<file path="src/logic/atir_pkg.sv">
// Package of constants for the acquisition trigger and input routing block.
// Assumes a 100 MHz aclk and a 32-bit AXI4-Lite register bus.
package atir_pkg;
  // Clock rate and strobe timing.
  localparam int unsigned CLK_MHZ         = 100;
  localparam int unsigned STROBE_LOW_NS   = 500;
  localparam int unsigned STROBE_CYCLES   = (STROBE_LOW_NS * CLK_MHZ + 999) / 1000;
  // Register byte offsets.
  localparam logic [7:0] CTRL_OFF   = 8'h00;
  localparam logic [7:0] STROBE_OFF = 8'h04;
  localparam logic [7:0] STAT_OFF   = 8'h08;
  localparam logic [7:0] IRQ_OFF    = 8'h0C;
  localparam logic [7:0] MASK_OFF   = 8'h10;
  localparam logic [7:0] COUNT_OFF  = 8'h14;
  // Control field positions.
  localparam int unsigned CTRL_ENABLE  = 0;
  localparam int unsigned CTRL_PRETRIG = 1;
  localparam int unsigned CTRL_SCAN    = 2;
  localparam int unsigned CTRL_EXTUPD  = 3;
  localparam int unsigned CTRL_TIMIRQ  = 4;
  localparam int unsigned CTRL_SENSEG  = 5;
  localparam int unsigned CTRL_MODE_LO = 6;
  localparam int unsigned CTRL_CHAN_LO = 8;
  localparam logic [31:0] CTRL_RESET   = 32'h0000_0000;
  // Interrupt bit positions.
  localparam int unsigned IRQ_CONV  = 0;
  localparam int unsigned IRQ_TRIG  = 1;
  localparam int unsigned IRQ_TIMED = 2;
  localparam int unsigned IRQ_W     = 3;
  // Input modes.
  localparam logic [1:0] MODE_PAIRED = 2'h0;
  localparam logic [1:0] MODE_REF    = 2'h1;
  localparam logic [1:0] MODE_NONREF = 2'h2;
  // Analog negative input selections.
  localparam logic [1:0] NEG_GROUND = 2'h0;
  localparam logic [1:0] NEG_CHAN   = 2'h1;
  localparam logic [1:0] NEG_SENSE  = 2'h2;
  // Acquisition sequence states.
  typedef enum logic [2:0] {
    ATIR_IDLE = 3'b001,
    ATIR_PRE  = 3'b010,
    ATIR_POST = 3'b100
  } atir_state_t;
endpackage

</file>
<file path="src/logic/atir_top.sv">
// Trigger, conversion, strobe, update and input routing control.
// Assumes external inputs are asynchronous to aclk and an AXI4-Lite master.
//
// Our own choices: the placing of the registers and the AXI4-Lite interface to the registers.
`timescale 1ns/1ps
// Contract
// - One scan pulse per conversion when scanning.
// - Scan pulse rises after sample taken.
// - Strobe write gives 500 ns low.
// - Posttrigger starts on trigger falling edge.
// - Pretrigger: first edge pre, second post.
// - Gate low inhibits conversions.
// - Convert falling edge starts one conversion.
// - Ignore converts outside sequence or gated.
// - Update falling edge loads both converters.
// - Update edge raises timed interrupt if enabled.
// - Nonreferenced mode: sense to negative input.
// - Other modes: sense grounded or open.
// - Single-ended routes any of 16.
// - Differential pairs channels 0-7 with 8-15.
module atir_top #(
  parameter int unsigned CHANNELS = 16
) (
  // Clock and reset.
  input  wire logic        aclk,
  input  wire logic        aresetn,
  // AXI4-Lite write address and data.
  input  wire logic [7:0]  s_axi_awaddr,
  input  wire logic        s_axi_awvalid,
  output logic             s_axi_awready,
  input  wire logic [31:0] s_axi_wdata,
  input  wire logic [3:0]  s_axi_wstrb,
  input  wire logic        s_axi_wvalid,
  output logic             s_axi_wready,
  output logic [1:0]       s_axi_bresp,
  output logic             s_axi_bvalid,
  input  wire logic        s_axi_bready,
  // AXI4-Lite read.
  input  wire logic [7:0]  s_axi_araddr,
  input  wire logic        s_axi_arvalid,
  output logic             s_axi_arready,
  output logic [31:0]      s_axi_rdata,
  output logic [1:0]       s_axi_rresp,
  output logic             s_axi_rvalid,
  input  wire logic        s_axi_rready,
  // External connector inputs, active low.
  input  wire logic        ext_acq_trigger_n,
  input  wire logic        ext_conv_gate_n,
  input  wire logic        ext_conv_request_n,
  input  wire logic        ext_output_update_trigger_n,
  // Converter handshake and connector outputs.
  output logic             convert_start,
  input  wire logic        sample_taken,
  output logic             scan_pulse,
  output logic             external_strobe_n,
  output logic             output_update_load,
  output logic             acq_post_phase,
  // Analog routing selects.
  output logic [3:0]       pos_channel,
  output logic [3:0]       neg_channel,
  output logic [1:0]       neg_select,
  output logic             sense_to_ground,
  // Interrupt.
  output logic             irq
);
  if (CHANNELS != 16) begin : g_chan_chk  // The routing serves sixteen channels only.
    $error("atir_top serves exactly sixteen channels");
  end

  logic [31:0] ctrl_reg;
  logic [atir_pkg::IRQ_W-1:0] stat_reg;
  logic [atir_pkg::IRQ_W-1:0] mask_reg;
  logic [15:0] count_reg;
  logic [7:0]  strobe_cnt_reg;
  atir_pkg::atir_state_t state_reg;
  logic        aw_hold_reg, w_hold_reg;
  logic [7:0]  awaddr_reg;
  logic [31:0] wdata_reg;
  logic [3:0]  s1_reg, s2_reg, s3_reg;
  logic        busy_reg;

  // Write address and data latch independently; a response follows both.
  assign s_axi_awready = !aw_hold_reg && !s_axi_bvalid;
  assign s_axi_wready  = !w_hold_reg && !s_axi_bvalid;
  wire   wr_go = aw_hold_reg && w_hold_reg;
  always_ff @(posedge aclk) begin
    if (!aresetn) begin
      aw_hold_reg  <= 1'b0;
      w_hold_reg   <= 1'b0;
      awaddr_reg   <= 8'h00;
      wdata_reg    <= 32'h0000_0000;
      s_axi_bvalid <= 1'b0;
    end else begin
      if (s_axi_awvalid && s_axi_awready) begin
        aw_hold_reg <= 1'b1;
        awaddr_reg  <= s_axi_awaddr;
      end
      if (s_axi_wvalid && s_axi_wready) begin
        w_hold_reg <= 1'b1;
        wdata_reg  <= s_axi_wdata;
      end
      if (wr_go) begin
        aw_hold_reg  <= 1'b0;
        w_hold_reg   <= 1'b0;
        s_axi_bvalid <= 1'b1;
      end else if (s_axi_bvalid && s_axi_bready) begin
        s_axi_bvalid <= 1'b0;
      end
    end
  end
  wire wr_map = awaddr_reg inside {atir_pkg::CTRL_OFF, atir_pkg::STROBE_OFF,
                                   atir_pkg::MASK_OFF};
  assign s_axi_bresp = wr_map ? 2'h0 : 2'h2;

  // Control and mask registers, no byte strobes on this block.
  always_ff @(posedge aclk) begin
    if (!aresetn) begin
      ctrl_reg <= atir_pkg::CTRL_RESET;
      mask_reg <= '0;
    end else if (wr_go) begin
      if (awaddr_reg == atir_pkg::CTRL_OFF) ctrl_reg <= wdata_reg;
      if (awaddr_reg == atir_pkg::MASK_OFF) mask_reg <= wdata_reg[atir_pkg::IRQ_W-1:0];
    end
  end

  // Read channel; answer one cycle after address is taken.
  assign s_axi_arready = !s_axi_rvalid;
  wire   rd_go = s_axi_arvalid && s_axi_arready;
  wire   rd_irq = rd_go && (s_axi_araddr == atir_pkg::IRQ_OFF);
  always_ff @(posedge aclk) begin
    if (!aresetn) begin
      s_axi_rvalid <= 1'b0;
      s_axi_rdata  <= 32'h0000_0000;
      s_axi_rresp  <= 2'h0;
    end else if (rd_go) begin
      s_axi_rvalid <= 1'b1;
      s_axi_rresp  <= 2'h0;
      case (s_axi_araddr)
        atir_pkg::CTRL_OFF:  s_axi_rdata <= ctrl_reg;
        atir_pkg::STAT_OFF:  s_axi_rdata <= {26'h0, s3_reg[1], busy_reg,
                                             external_strobe_n, state_reg};
        atir_pkg::IRQ_OFF:   s_axi_rdata <= {29'h0, stat_reg};
        atir_pkg::MASK_OFF:  s_axi_rdata <= {29'h0, mask_reg};
        atir_pkg::COUNT_OFF: s_axi_rdata <= {16'h0, count_reg};
        default: begin
          s_axi_rdata <= 32'h0000_0000;
          s_axi_rresp <= 2'h2;
        end
      endcase
    end else if (s_axi_rready) begin
      s_axi_rvalid <= 1'b0;
    end
  end

  // two-stage synchronisers.
  // Bits are trigger, gate, convert, update; stage three feeds edge detect.
  wire [3:0] pins_n = {ext_output_update_trigger_n, ext_conv_request_n,
                       ext_conv_gate_n, ext_acq_trigger_n};
  always_ff @(posedge aclk) begin
    if (!aresetn) begin
      s1_reg <= 4'hF;
      s2_reg <= 4'hF;
      s3_reg <= 4'hF;
    end else begin
      s1_reg <= pins_n;
      s2_reg <= s1_reg;
      s3_reg <= s2_reg;
    end
  end
  wire [3:0] fall = s3_reg & ~s2_reg;
  wire gate_on = s2_reg[1];

  always_ff @(posedge aclk) begin
    if (!aresetn || !ctrl_reg[atir_pkg::CTRL_ENABLE]) begin
      state_reg <= atir_pkg::ATIR_IDLE;
    end else begin
      case (state_reg)
        atir_pkg::ATIR_IDLE: if (fall[0]) begin
          state_reg <= ctrl_reg[atir_pkg::CTRL_PRETRIG] ? atir_pkg::ATIR_PRE
                                                        : atir_pkg::ATIR_POST;
        end
        atir_pkg::ATIR_PRE:  if (fall[0]) state_reg <= atir_pkg::ATIR_POST;
        atir_pkg::ATIR_POST: state_reg <= atir_pkg::ATIR_POST;
        default:             state_reg <= atir_pkg::ATIR_IDLE;
      endcase
    end
  end
  assign acq_post_phase = (state_reg == atir_pkg::ATIR_POST);

  // ignored outside a sequence or while busy.
  wire conv_ok = fall[2] && gate_on && (state_reg != atir_pkg::ATIR_IDLE) && !busy_reg;
  always_ff @(posedge aclk) begin
    if (!aresetn) begin
      convert_start <= 1'b0;
      busy_reg      <= 1'b0;
      count_reg     <= 16'h0000;
    end else begin
      convert_start <= conv_ok;
      if (conv_ok) begin
        busy_reg  <= 1'b1;
        count_reg <= count_reg + 16'h0001;
      end else if (sample_taken) begin
        busy_reg <= 1'b0;
      end
    end
  end

  always_ff @(posedge aclk) begin
    if (!aresetn) begin
      scan_pulse <= 1'b0;
    end else begin
      scan_pulse <= busy_reg && sample_taken && ctrl_reg[atir_pkg::CTRL_SCAN];
    end
  end

  always_ff @(posedge aclk) begin
    if (!aresetn) begin
      strobe_cnt_reg <= 8'h00;
    end else if (wr_go && awaddr_reg == atir_pkg::STROBE_OFF) begin
      strobe_cnt_reg <= 8'(atir_pkg::STROBE_CYCLES);
    end else if (strobe_cnt_reg != 8'h00) begin
      strobe_cnt_reg <= strobe_cnt_reg - 8'h01;
    end
  end
  assign external_strobe_n = (strobe_cnt_reg == 8'h00);

  wire upd_fall = fall[3];
  always_ff @(posedge aclk) begin
    if (!aresetn) begin
      output_update_load <= 1'b0;
    end else begin
      output_update_load <= upd_fall && ctrl_reg[atir_pkg::CTRL_EXTUPD];
    end
  end

  // sticky interrupt status, read clears, set wins.
  wire [atir_pkg::IRQ_W-1:0] ev = {upd_fall && ctrl_reg[atir_pkg::CTRL_TIMIRQ],
                         fall[0] && (state_reg != atir_pkg::ATIR_POST)
                           && ctrl_reg[atir_pkg::CTRL_ENABLE], conv_ok};
  always_ff @(posedge aclk) begin
    if (!aresetn) begin
      stat_reg <= '0;
    end else begin
      stat_reg <= (rd_irq ? '0 : stat_reg) | ev;
    end
  end
  assign irq = |(stat_reg & mask_reg);

  // differential pairs channel with plus eight.
  wire [1:0] mode = ctrl_reg[atir_pkg::CTRL_MODE_LO +: 2];
  wire [3:0] chan = ctrl_reg[atir_pkg::CTRL_CHAN_LO +: 4];
  always_ff @(posedge aclk) begin
    if (!aresetn) begin
      pos_channel     <= 4'h0;
      neg_channel     <= 4'h8;
      neg_select      <= atir_pkg::NEG_CHAN;
      sense_to_ground <= 1'b0;
    end else begin
      sense_to_ground <= (mode != atir_pkg::MODE_NONREF) && ctrl_reg[atir_pkg::CTRL_SENSEG];
      if (mode == atir_pkg::MODE_PAIRED) begin
        pos_channel <= {1'b0, chan[2:0]};
        neg_channel <= {1'b1, chan[2:0]};
        neg_select  <= atir_pkg::NEG_CHAN;
      end else begin
        pos_channel <= chan;
        neg_channel <= 4'h0;
        neg_select  <= (mode == atir_pkg::MODE_NONREF) ? atir_pkg::NEG_SENSE
                                                       : atir_pkg::NEG_GROUND;
      end
    end
  end

  // Assertions.
  localparam int STROBE_TAIL = atir_pkg::STROBE_CYCLES - 8;  // Low cycles after the first eight.
  property p_strobe_len;
    @(posedge aclk) disable iff (!aresetn)
      $fell(external_strobe_n) |-> !external_strobe_n [*8] ##STROBE_TAIL !external_strobe_n;
  endproperty
  a_strobe_len: assert property (p_strobe_len) else $error("strobe too short");
  property p_scan_once;
    @(posedge aclk) disable iff (!aresetn)
      scan_pulse |-> $past(busy_reg) ##1 !scan_pulse;
  endproperty
  a_scan_once: assert property (p_scan_once) else $error("scan pulse no conversion");
  property p_scan_after;
    @(posedge aclk) disable iff (!aresetn) scan_pulse |-> $past(sample_taken);
  endproperty
  a_scan_after: assert property (p_scan_after) else $error("scan before sample");
  property p_gate;
    @(posedge aclk) disable iff (!aresetn) convert_start |-> $past(gate_on);
  endproperty
  a_gate: assert property (p_gate) else $error("conversion while gated");
  property p_idle;
    @(posedge aclk) disable iff (!aresetn)
      convert_start |-> $past(state_reg) != atir_pkg::ATIR_IDLE;
  endproperty
  a_idle: assert property (p_idle) else $error("conversion outside sequence");
  property p_conv;
    @(posedge aclk) disable iff (!aresetn) conv_ok |=> convert_start;
  endproperty
  a_conv: assert property (p_conv) else $error("convert edge lost");
  property p_post;
    @(posedge aclk) disable iff (!aresetn)
      (state_reg == atir_pkg::ATIR_PRE && fall[0] && ctrl_reg[0]) |=> acq_post_phase;
  endproperty
  a_post: assert property (p_post) else $error("second edge missed");
  property p_start;
    @(posedge aclk) disable iff (!aresetn)
      (state_reg == atir_pkg::ATIR_IDLE && fall[0] && ctrl_reg[1:0] == 2'b01) |=> acq_post_phase;
  endproperty
  a_start: assert property (p_start) else $error("trigger edge missed");
  property p_timed;
    @(posedge aclk) disable iff (!aresetn) ev[2] |=> stat_reg[2];
  endproperty
  a_timed: assert property (p_timed) else $error("timed irq lost");
  property p_nonref_sense;
    @(posedge aclk) disable iff (!aresetn)
      mode == atir_pkg::MODE_NONREF |=> neg_select == atir_pkg::NEG_SENSE && !sense_to_ground;
  endproperty
  a_nonref_sense: assert property (p_nonref_sense) else $error("sense not routed");
  property p_pair;
    @(posedge aclk) disable iff (!aresetn)
      mode == atir_pkg::MODE_PAIRED |=> neg_channel == (pos_channel | 4'h8);
  endproperty
  a_pair: assert property (p_pair) else $error("pair wrong");
  c_scan:   cover property (@(posedge aclk) scan_pulse);
  c_strobe: cover property (@(posedge aclk) $rose(external_strobe_n));
  c_pre:    cover property (@(posedge aclk) state_reg == atir_pkg::ATIR_PRE ##1 acq_post_phase);
endmodule

</file>
<file path="config.mk">
export PLATFORM = sky130hd
export DESIGN_NAME = atir_top
export DESIGN_NICKNAME = d
export VERILOG_FILES = /design/src/logic/atir_pkg.sv /design/src/logic/atir_top.sv
export SDC_FILE = /design/constraint.sdc
export NUM_CORES = 1
export LEC_CHECK = 0
export BUFFER_PORTS_ARGS = -buffer_cell sky130_fd_sc_hd__buf_2
export CORE_MARGIN = 1.5
export CORE_UTILIZATION = 59
export CTS_CLUSTER_SIZE = 40
export DETAILED_ROUTE_END_ITERATION = 7
export PLACE_DENSITY_LB_ADDON = 0.08
export SETUP_SLACK_MARGIN = 0.5
export SLEW_MARGIN = 40
export SYNTH_ARGS = -nofsm -noshare
export SYNTH_HDL_FRONTEND = slang
export SYNTH_SLANG_ARGS = --single-unit
</file>
<file path="constraint.sdc">
create_clock -name aclk -period 4.98 [get_ports aclk]
set_clock_uncertainty 0.2 [all_clocks]
set_input_delay 1.245 -clock aclk [delete_from_list [all_inputs] [get_ports aclk]]
set_output_delay 1.245 -clock aclk [all_outputs]
set_load 0.005 [all_outputs]
</file>
== Yosys cells after proc, flatten, opt, wreduce, memory -nomap -nowiden ==
Cells that the tools add are included.

* $add $sub $neg: 2
* Equal/unequal tests: 15
* Reductions and logical operators: 46
* Bitwise gates (word level): 5
* Mux-type cells: 18

{| class="wikitable"
|+ Operators by type and width
! cell !! number
|-
| 32-bit one-hot mux with 5 select lines || 1
|-
| 8-bit by 5-bit equality test with 1-bit output, second input constant || 3
|-
| 8-bit zero test || 3
|-
| 1-bit logical AND || 19
|-
| 16-bit by 1-bit adder with 16-bit output, second input constant || 1
|-
| 8-bit by 4-bit equality test with 1-bit output, second input constant || 2
|-
| 3-bit 2-to-1 mux || 4
|-
| 6-bit 2-to-1 mux || 2
|-
| 3-bit one-hot mux with 3 select lines || 1
|-
| 8-bit by 3-bit equality test with 1-bit output, second input constant || 1
|-
| 2-bit AND reduction || 4
|-
| 2-bit nonzero test || 4
|-
| 8-bit nonzero test || 1
|-
| 8-bit by 1-bit subtractor with 8-bit output, second input constant || 1
|-
| 1-bit zero test || 7
|-
| 1-bit 2-to-1 mux || 6
|-
| 2-bit 2-to-1 mux || 3
|-
| 2-bit != test, second input constant || 3
|-
| 2-bit OR reduction || 3
|-
| 5-bit OR reduction || 1
|-
| 4-bit AND || 1
|-
| 4-bit 2-to-1 mux || 1
|-
| 4-bit inverter || 1
|-
| 3-bit AND || 1
|-
| 12 further kinds || 12
|}

* Output and inout bits: 58
* Input bits: 64
* Register bits after elaboration: 170

== Depth between registers and ports, before layout ==
Gate-level depths: netlist of the first run.

* Word-level depth: 6
* Mapped depth: 7

== Least setup slack after synthesis of the first run ==
Ideal clock, no wire load.

* Path kind: input to register
* Start point: input s_axi_araddr[2]
* End point: register s_axi_rdata[22]
* Arrival: 2.631 ns
* Setup time: 0.065 ns
* Stages: 6
* Path buffers: 2
* Slack: 2.084 ns
* Data required time: 4.715 ns
* Cells stage by stage: buf_2 -> or4_1 -> nor4_4 -> buf_4 -> a22oi_1 -> nor2_1

* Longest elaborated chain between the ends: 2

{| class="wikitable"
|+ Ends and longest elaborated chain
! what !! RTL line !! text
|-
| start, declared || atir_top.sv:39 || <nowiki>input wire logic [7:0] s_axi_araddr,</nowiki>
|-
| 8-bit by 5-bit equality test with 1-bit output, or another cell as far along || atir_top.sv:138 || <nowiki>case (s_axi_araddr)</nowiki>
|-
| 32-bit one-hot mux with 5 select lines (*) || atir_top.sv:138 ||
|-
| end signal, assigned || atir_top.sv:139 || <nowiki>atir_pkg::CTRL_OFF: s_axi_rdata <= ctrl_reg;</nowiki>
|-
| end signal, assigned || atir_top.sv:140 || <nowiki>atir_pkg::STAT_OFF: s_axi_rdata <= {26'h0, s3_reg[1], busy_reg,</nowiki>
|-
| end signal, assigned || atir_top.sv:142 || <nowiki>atir_pkg::IRQ_OFF: s_axi_rdata <= {29'h0, stat_reg};</nowiki>
|-
| end, declared || atir_top.sv:42 || <nowiki>output logic [31:0] s_axi_rdata,</nowiki>
|}

Every way passes the cells marked *; elsewhere a longest branch is shown, timed or not.
A chain may end at the register's enable or synchronous reset.

== Worst setup path in the final report of the first run ==
* Start point: register strobe_cnt_reg[0]
* End point: output external_strobe_n

* Longest elaborated chain between the ends: 1

{| class="wikitable"
|+ Ends and longest elaborated chain
! what !! RTL line !! text
|-
| start, declared || atir_top.sv:74 || <nowiki>logic [7:0] strobe_cnt_reg;</nowiki>
|-
| start signal, assigned || atir_top.sv:220 || <nowiki>strobe_cnt_reg <= 8'(atir_pkg::STROBE_CYCLES);</nowiki>
|-
| start signal, assigned || atir_top.sv:222 || <nowiki>strobe_cnt_reg <= strobe_cnt_reg - 8'h01;</nowiki>
|-
| 8-bit zero test || atir_top.sv:225 || <nowiki>assign external_strobe_n = (strobe_cnt_reg == 8'h00);</nowiki>
|-
| end, declared || atir_top.sv:55 || <nowiki>output logic external_strobe_n,</nowiki>
|}

No other way between the ends.

==> flow_summary.ini, run 1 <==
[power]
pwr-share-comb = 0.102
ir_worst_vdd_mv = 0.181
finalPower_mw = 2.97
leakage_nw = 3.01
seqPwrFrac = 0.486
clockPowerShare = 0.412
power_switching_mw = 0.762
p_sw_frac = 0.256
power.density_nw_per_um2 = 392
p_int_mw = 2.21

[worst_hold_path]
hold_path_class = reg2reg
worstHoldStart = s1_reg[0]

[worst_setup_path]
cp-endpoint = external_strobe_n
crit_start = strobe_cnt_reg[0]
cp_max_fo = 7
r2r-start = strobe_cnt_reg[0]
end_kind = output port
worstReg2RegEnd = strobe_cnt_reg[1]
arrival_ps = 2530
cp-start-kind = flip-flop
required_ps = 3530
ff2ff_path_depth = 6
crit_type = reg2out
rrSetupSlack_ps = 2400

[global_routing]
grt_pass1_wl_um = 24600
grtUsageTotal = 0.269
grtUsageMet3 = 0.0575
antenna_found_initial = 0
busiest_layer = met2
gr-usage-met1 = 0.352
overflow = 0
grt_max_degree = 104
grt_pass1_vias = 5216
met2_usage = 0.436

[yosys]
syn_area_um2 = 6440
ys_warn_count = 0
synthArstFlopShare = 0
yosysSeqAreaShare = 0.525
netlist_top_cells_area = dfxtp_1, nand2_1, a21oi_1
synthCells = 752
synth-seq-cells = 169
synth_top_cell_by_area = dfxtp_1
synth_top_cell_area_share = 0.525
synth_edf_count = 0
avgSynthCellArea_um2 = 8.57
synth_cell_types = 56
synth_ff_type = dfxtp_1

[clocking]
cts.sinks = 169
htreeDepth = 4
clock_latency_ps = 520
hold_buffers = 0
clkSlewWorstSetupHoldPaths_ps = 60
clockBufferDepth = 2
clockRootBuffer = clkbuf_8
cts_resized = 0
cts_tree = built
cts_setup_buffers = 0
numCtsBuffers = 17

[layout]
finalInstanceArea_um2 = 7590
antenna_cells = 0
drive_above_1_share = 0.195
fillCellCount = 844
layout.nets = 904
area_growth_syn_to_layout_pct = 17.8
final_util = 0.725

[floorplan]
die_area_um2 = 11600
die_w_um = 107
io_pins = 122
row_count = 37
die_h_um = 107
initial_core_util = 0.616
core_area_um2 = 10500

[sta]
finalWorstPathRequiredPeriod_ps = 3970
drv_slew = 0
rsz0062_at_grt = false
fin_crit_sh = 0.798
maxSlewHeadroom = 0.507
setup_viol = 0
fmax_ghz = 0.252
hold_viol = 0
tightest_slew_ps = 730
fin_tns_setup_ps = 0

[outcome]
status = finished, final reports clean

[route]
drtPass1Iterations = 5
num_vias = 5555
drt.antenna.violating_nets = 0
dr.first_iter.drc_count = 337
wirelength_um = 14800
drc = 0
vias_per_cell = 5.63
routedWlPerCell_um = 14.9

[place]
port_buffers = 115
gp_congestion = 1.00
dp_hpwl_um = 9750
dpl_cell_area_um2 = 7030

[job]
cap_violations = 0
power by group through the flow:
stage	Sequential [mW]	Clock (mW)	Combinational (mW)
floorplan	1.46	0	0.219
global placement	1.47	0	0.281
detailed placement	1.47	0	0.296
CTS	1.44	1.24	0.303
global route	1.45	1.30	0.339
finish	1.45	1.22	0.303
through the flow:
| step | cells | setup WS (ps) | hold slack, ps |
|---|---|---|---|
| finish | 987 | 1010 | 216 |
| global route | 987 | 875 | 247 |
| CTS | 987 | 1000 | 215 |
| detailed placement | 955 | 1590 | 197 |
| global placement | 954 | 1660 | 198 |
| floorplan | 753 | 2080 | 186 |
worst min-delay path by stage:
stage,endpoint,cells past startpoint
finish,s2_reg[0],1
global route,s2_reg[2],1
CTS,s2_reg[0],1
detailed placement,s2_reg[3],1
global placement,s2_reg[3],1
floorplan,s2_reg[0],1
cells in the final DEF (no fill, tap or decap), types with 4 or more instances in the layout:
master and count:
a21oi_1 64, and2_1 10, buf_2 115, nor3_1 12, nand2_1 138, mux2i_1 7
dfxtp_1 169, nand4b_1 6, inv_1 16, nor2b_1 4, inv_6 4, or3_1 7
clkbuf_16 16, o21ai_0 58, a22oi_1 29, xnor2_1 7, nand2b_1 20, nand4_1 6
nor2_1 45, nand3_1 37, a2bb2oi_1 4
synth_stat cells (3+ instances only):
cell type	n
dfxtp_1	169
nand2_1	139
a21oi_1	64
o21ai_0	58
nor2_1	46
clkbuf_1	39
nand3_1	38
a22oi_1	29
nand2b_1	20
inv_1	17
nor3_1	12
and2_1	11
mux2i_1	7
or3_1	7
xnor2_1	7
buf_1	6
nand4_1	6
nand4b_1	6
a2bb2oi_1	4
buf_2	4
nor2b_1	4
nor4_1	4
a211oi_1	3
a22o_1	3
a31o_2	3
a32oi_1	3
and3_1	3
buf_4	3
o22ai_1	3
or4_1	3
xor2_1	3
cell families after synthesis:
kind of cell	Yosys count	share of synthesized area
AND/OR/NAND/NOR	313	0.236
AO/OA/AOI/OAI	179	0.165
flip-flops	169	0.525
buffers and inverters	70	0.0435
XOR/XNOR	10	0.0136
multiplexers	8	0.0126
adder cells (fa/ha/maj)	2	0.00388
other	1	0.000582
layer usage:
layer / routed length [um] / vias up
met5: 0 / -
met2: 7060 / 206
met3: 965 / 25
met4: 280 / 0
li1: - / 2773
met1: 6450 / 2551
area by class of cell:
type | instances | area [um^2] | share of cell area
flip-flops and latches | 169 | 3380 | 0.446
well taps | 136 | 170 | 0.0224
repair buffers | 119 | 609 | 0.0803
multi-input cells | 514 | 2810 | 0.370
clock inverters | 12 | 116 | 0.0153
inverters | 17 | 65.1 | 0.00858
clock buffers | 20 | 435 | 0.0574
critical path, stage by stage, from the launching register on:
cell and delay, ps:
dfxtp_1 320, inv_1 100, ha_1 220, or4b_1 530, nor2b_1 600, buf_2 230
No activity file was read; power rests on OpenSTA's default activity.
==> run 2, diff against run 1 <==
CORE_UTILIZATION = 49   (was 59)
clock period = 3.5 ns   (was 4.98 ns; I/O delays follow)
==> flow_summary.ini, run 2 (synthesized netlist as in run 1, its figures left out) <==
[worst_hold_path]
worstHoldStart = s1_reg[2]
hold_path_class = reg2reg

[layout]
layout.nets = 913
area_growth_syn_to_layout_pct = 19.3
multiInputGateArea_um2 = 2790
fillCellCount = 1192
finalInstanceArea_um2 = 7680
fin_cells = 1032
final_cell_mix = dfxtp_1, nand2_1, buf_2
regArea_um2 = 3380
drive_above_1_share = 0.203
final_common_cell = dfxtp_1

[global_routing]
grtUsageTotal = 0.224
grt_max_degree = 65
overflow = 0
grt_pass1_wl_um = 25200
antenna_found_initial = 0
grt_pass1_vias = 5234

[route]
vias_per_cell = 5.37
wirelength_um = 15100
dr.first_iter.drc_count = 340
drt.antenna.violating_nets = 0
drc = 0
routedWlPerCell_um = 14.7
drtPass1Iterations = 5
num_vias = 5545

[place]
gp_congestion = 0.889
placed_cells_incl_taps = 998
port_buffers = 115
dp_hpwl_um = 9950
dpl_cell_area_um2 = 7110

[outcome]
status = finished, final reports clean

[clocking]
clkSlewWorstSetupHoldPaths_ps = 60
numCtsBuffers = 17
cts.sinks = 169
clock_latency_ps = 430
htreeDepth = 4
clockBufferDepth = 2
clockRootBuffer = clkbuf_16
cts_tree = built

[sta]
tightest_slew_ps = 692
fmax_ghz = 0.343
fin_tns_setup_ps = 0
hold_viol = 0
maxSlewHeadroom = 0.534
fin_crit_sh = 0.832
drv_slew = 0
hold_ws_ps = 213
finalWorstPathRequiredPeriod_ps = 2910
rsz0062_at_grt = false
setup_viol = 0

[worst_setup_path]
crit_type = reg2out
end_kind = output port
crit_start = strobe_cnt_reg[1]
required_ps = 2420
cp-start-kind = flip-flop
r2r-start = busy_reg
arrival_ps = 1840
cp_max_fo = 3

[power]
ir_worst_vdd_mv = 0.316
leakage_nw = 3.03
power.density_nw_per_um2 = 555

[floorplan]
die_h_um = 118
die_w_um = 118
die_area_um2 = 13800
row_count = 41
initial_core_util = 0.506
core_area_um2 = 12700
io_pins = 122

[job]
cap_violations = 0
run 2: path summary, 6_finish.rpt:
path / end / slack [ps] / cells past startpoint
setup / recovery: external_strobe_n / 590 / 6
hold / removal: s2_reg[2] / 210 / 1
setup reg to reg: count_reg[10] / 1190 / 4
hold reg to reg: s2_reg[2] / 210 / 1
run 2: critical path: stages (launching register included):
cell and delay [ps]:
dfxtp_1 340, inv_1 80, ha_2 190, or4b_4 470, nor2b_1 120, buf_4 120, buf_2 100
run 2: power by group:
part	internal, mW	total (mW)	switching (mW)
clock	0.980	1.73	0.750
sequential	2.00	2.06	0.0584
combinational	0.216	0.476	0.260
run 2: layer usage:
layer,routed length [um],part of all wire,track usage,up-vias
met1,6660,0.44,0.280,2587
met4,297,0.020,0.0884,0
met2,7170,0.47,0.363,147
met5,0,0,0,-
li1,-,-,-,2791
met3,993,0.066,0.0673,20
run 2: layout make-up:
cell class                 instances  share of cell area
multi-input combinational        514               0.364
timing repair buffer             128              0.0876
tap                              172              0.0280
clock buffer                      22              0.0630
clock inverter                     9             0.00879
antenna                            1            0.000326
inverter                          17             0.00830
sequential                       169               0.440
run 2: stage by stage:
stage	setup WS (ps)	power (mW)	utilization
floorplan	974	2.39	-
global placement	860	2.52	0.559
detailed placement	790	2.54	0.559
CTS	538	4.29	0.603
global route	499	4.47	0.604
finish	586	4.26	0.604
run 2: what timing repair did:
action,4_1_cts,5_1_grt
resized for setup,2,1
cloned,0,0
buffers inserted,1,1
hold buffers,0,0
setup endpoints to repair,1,1
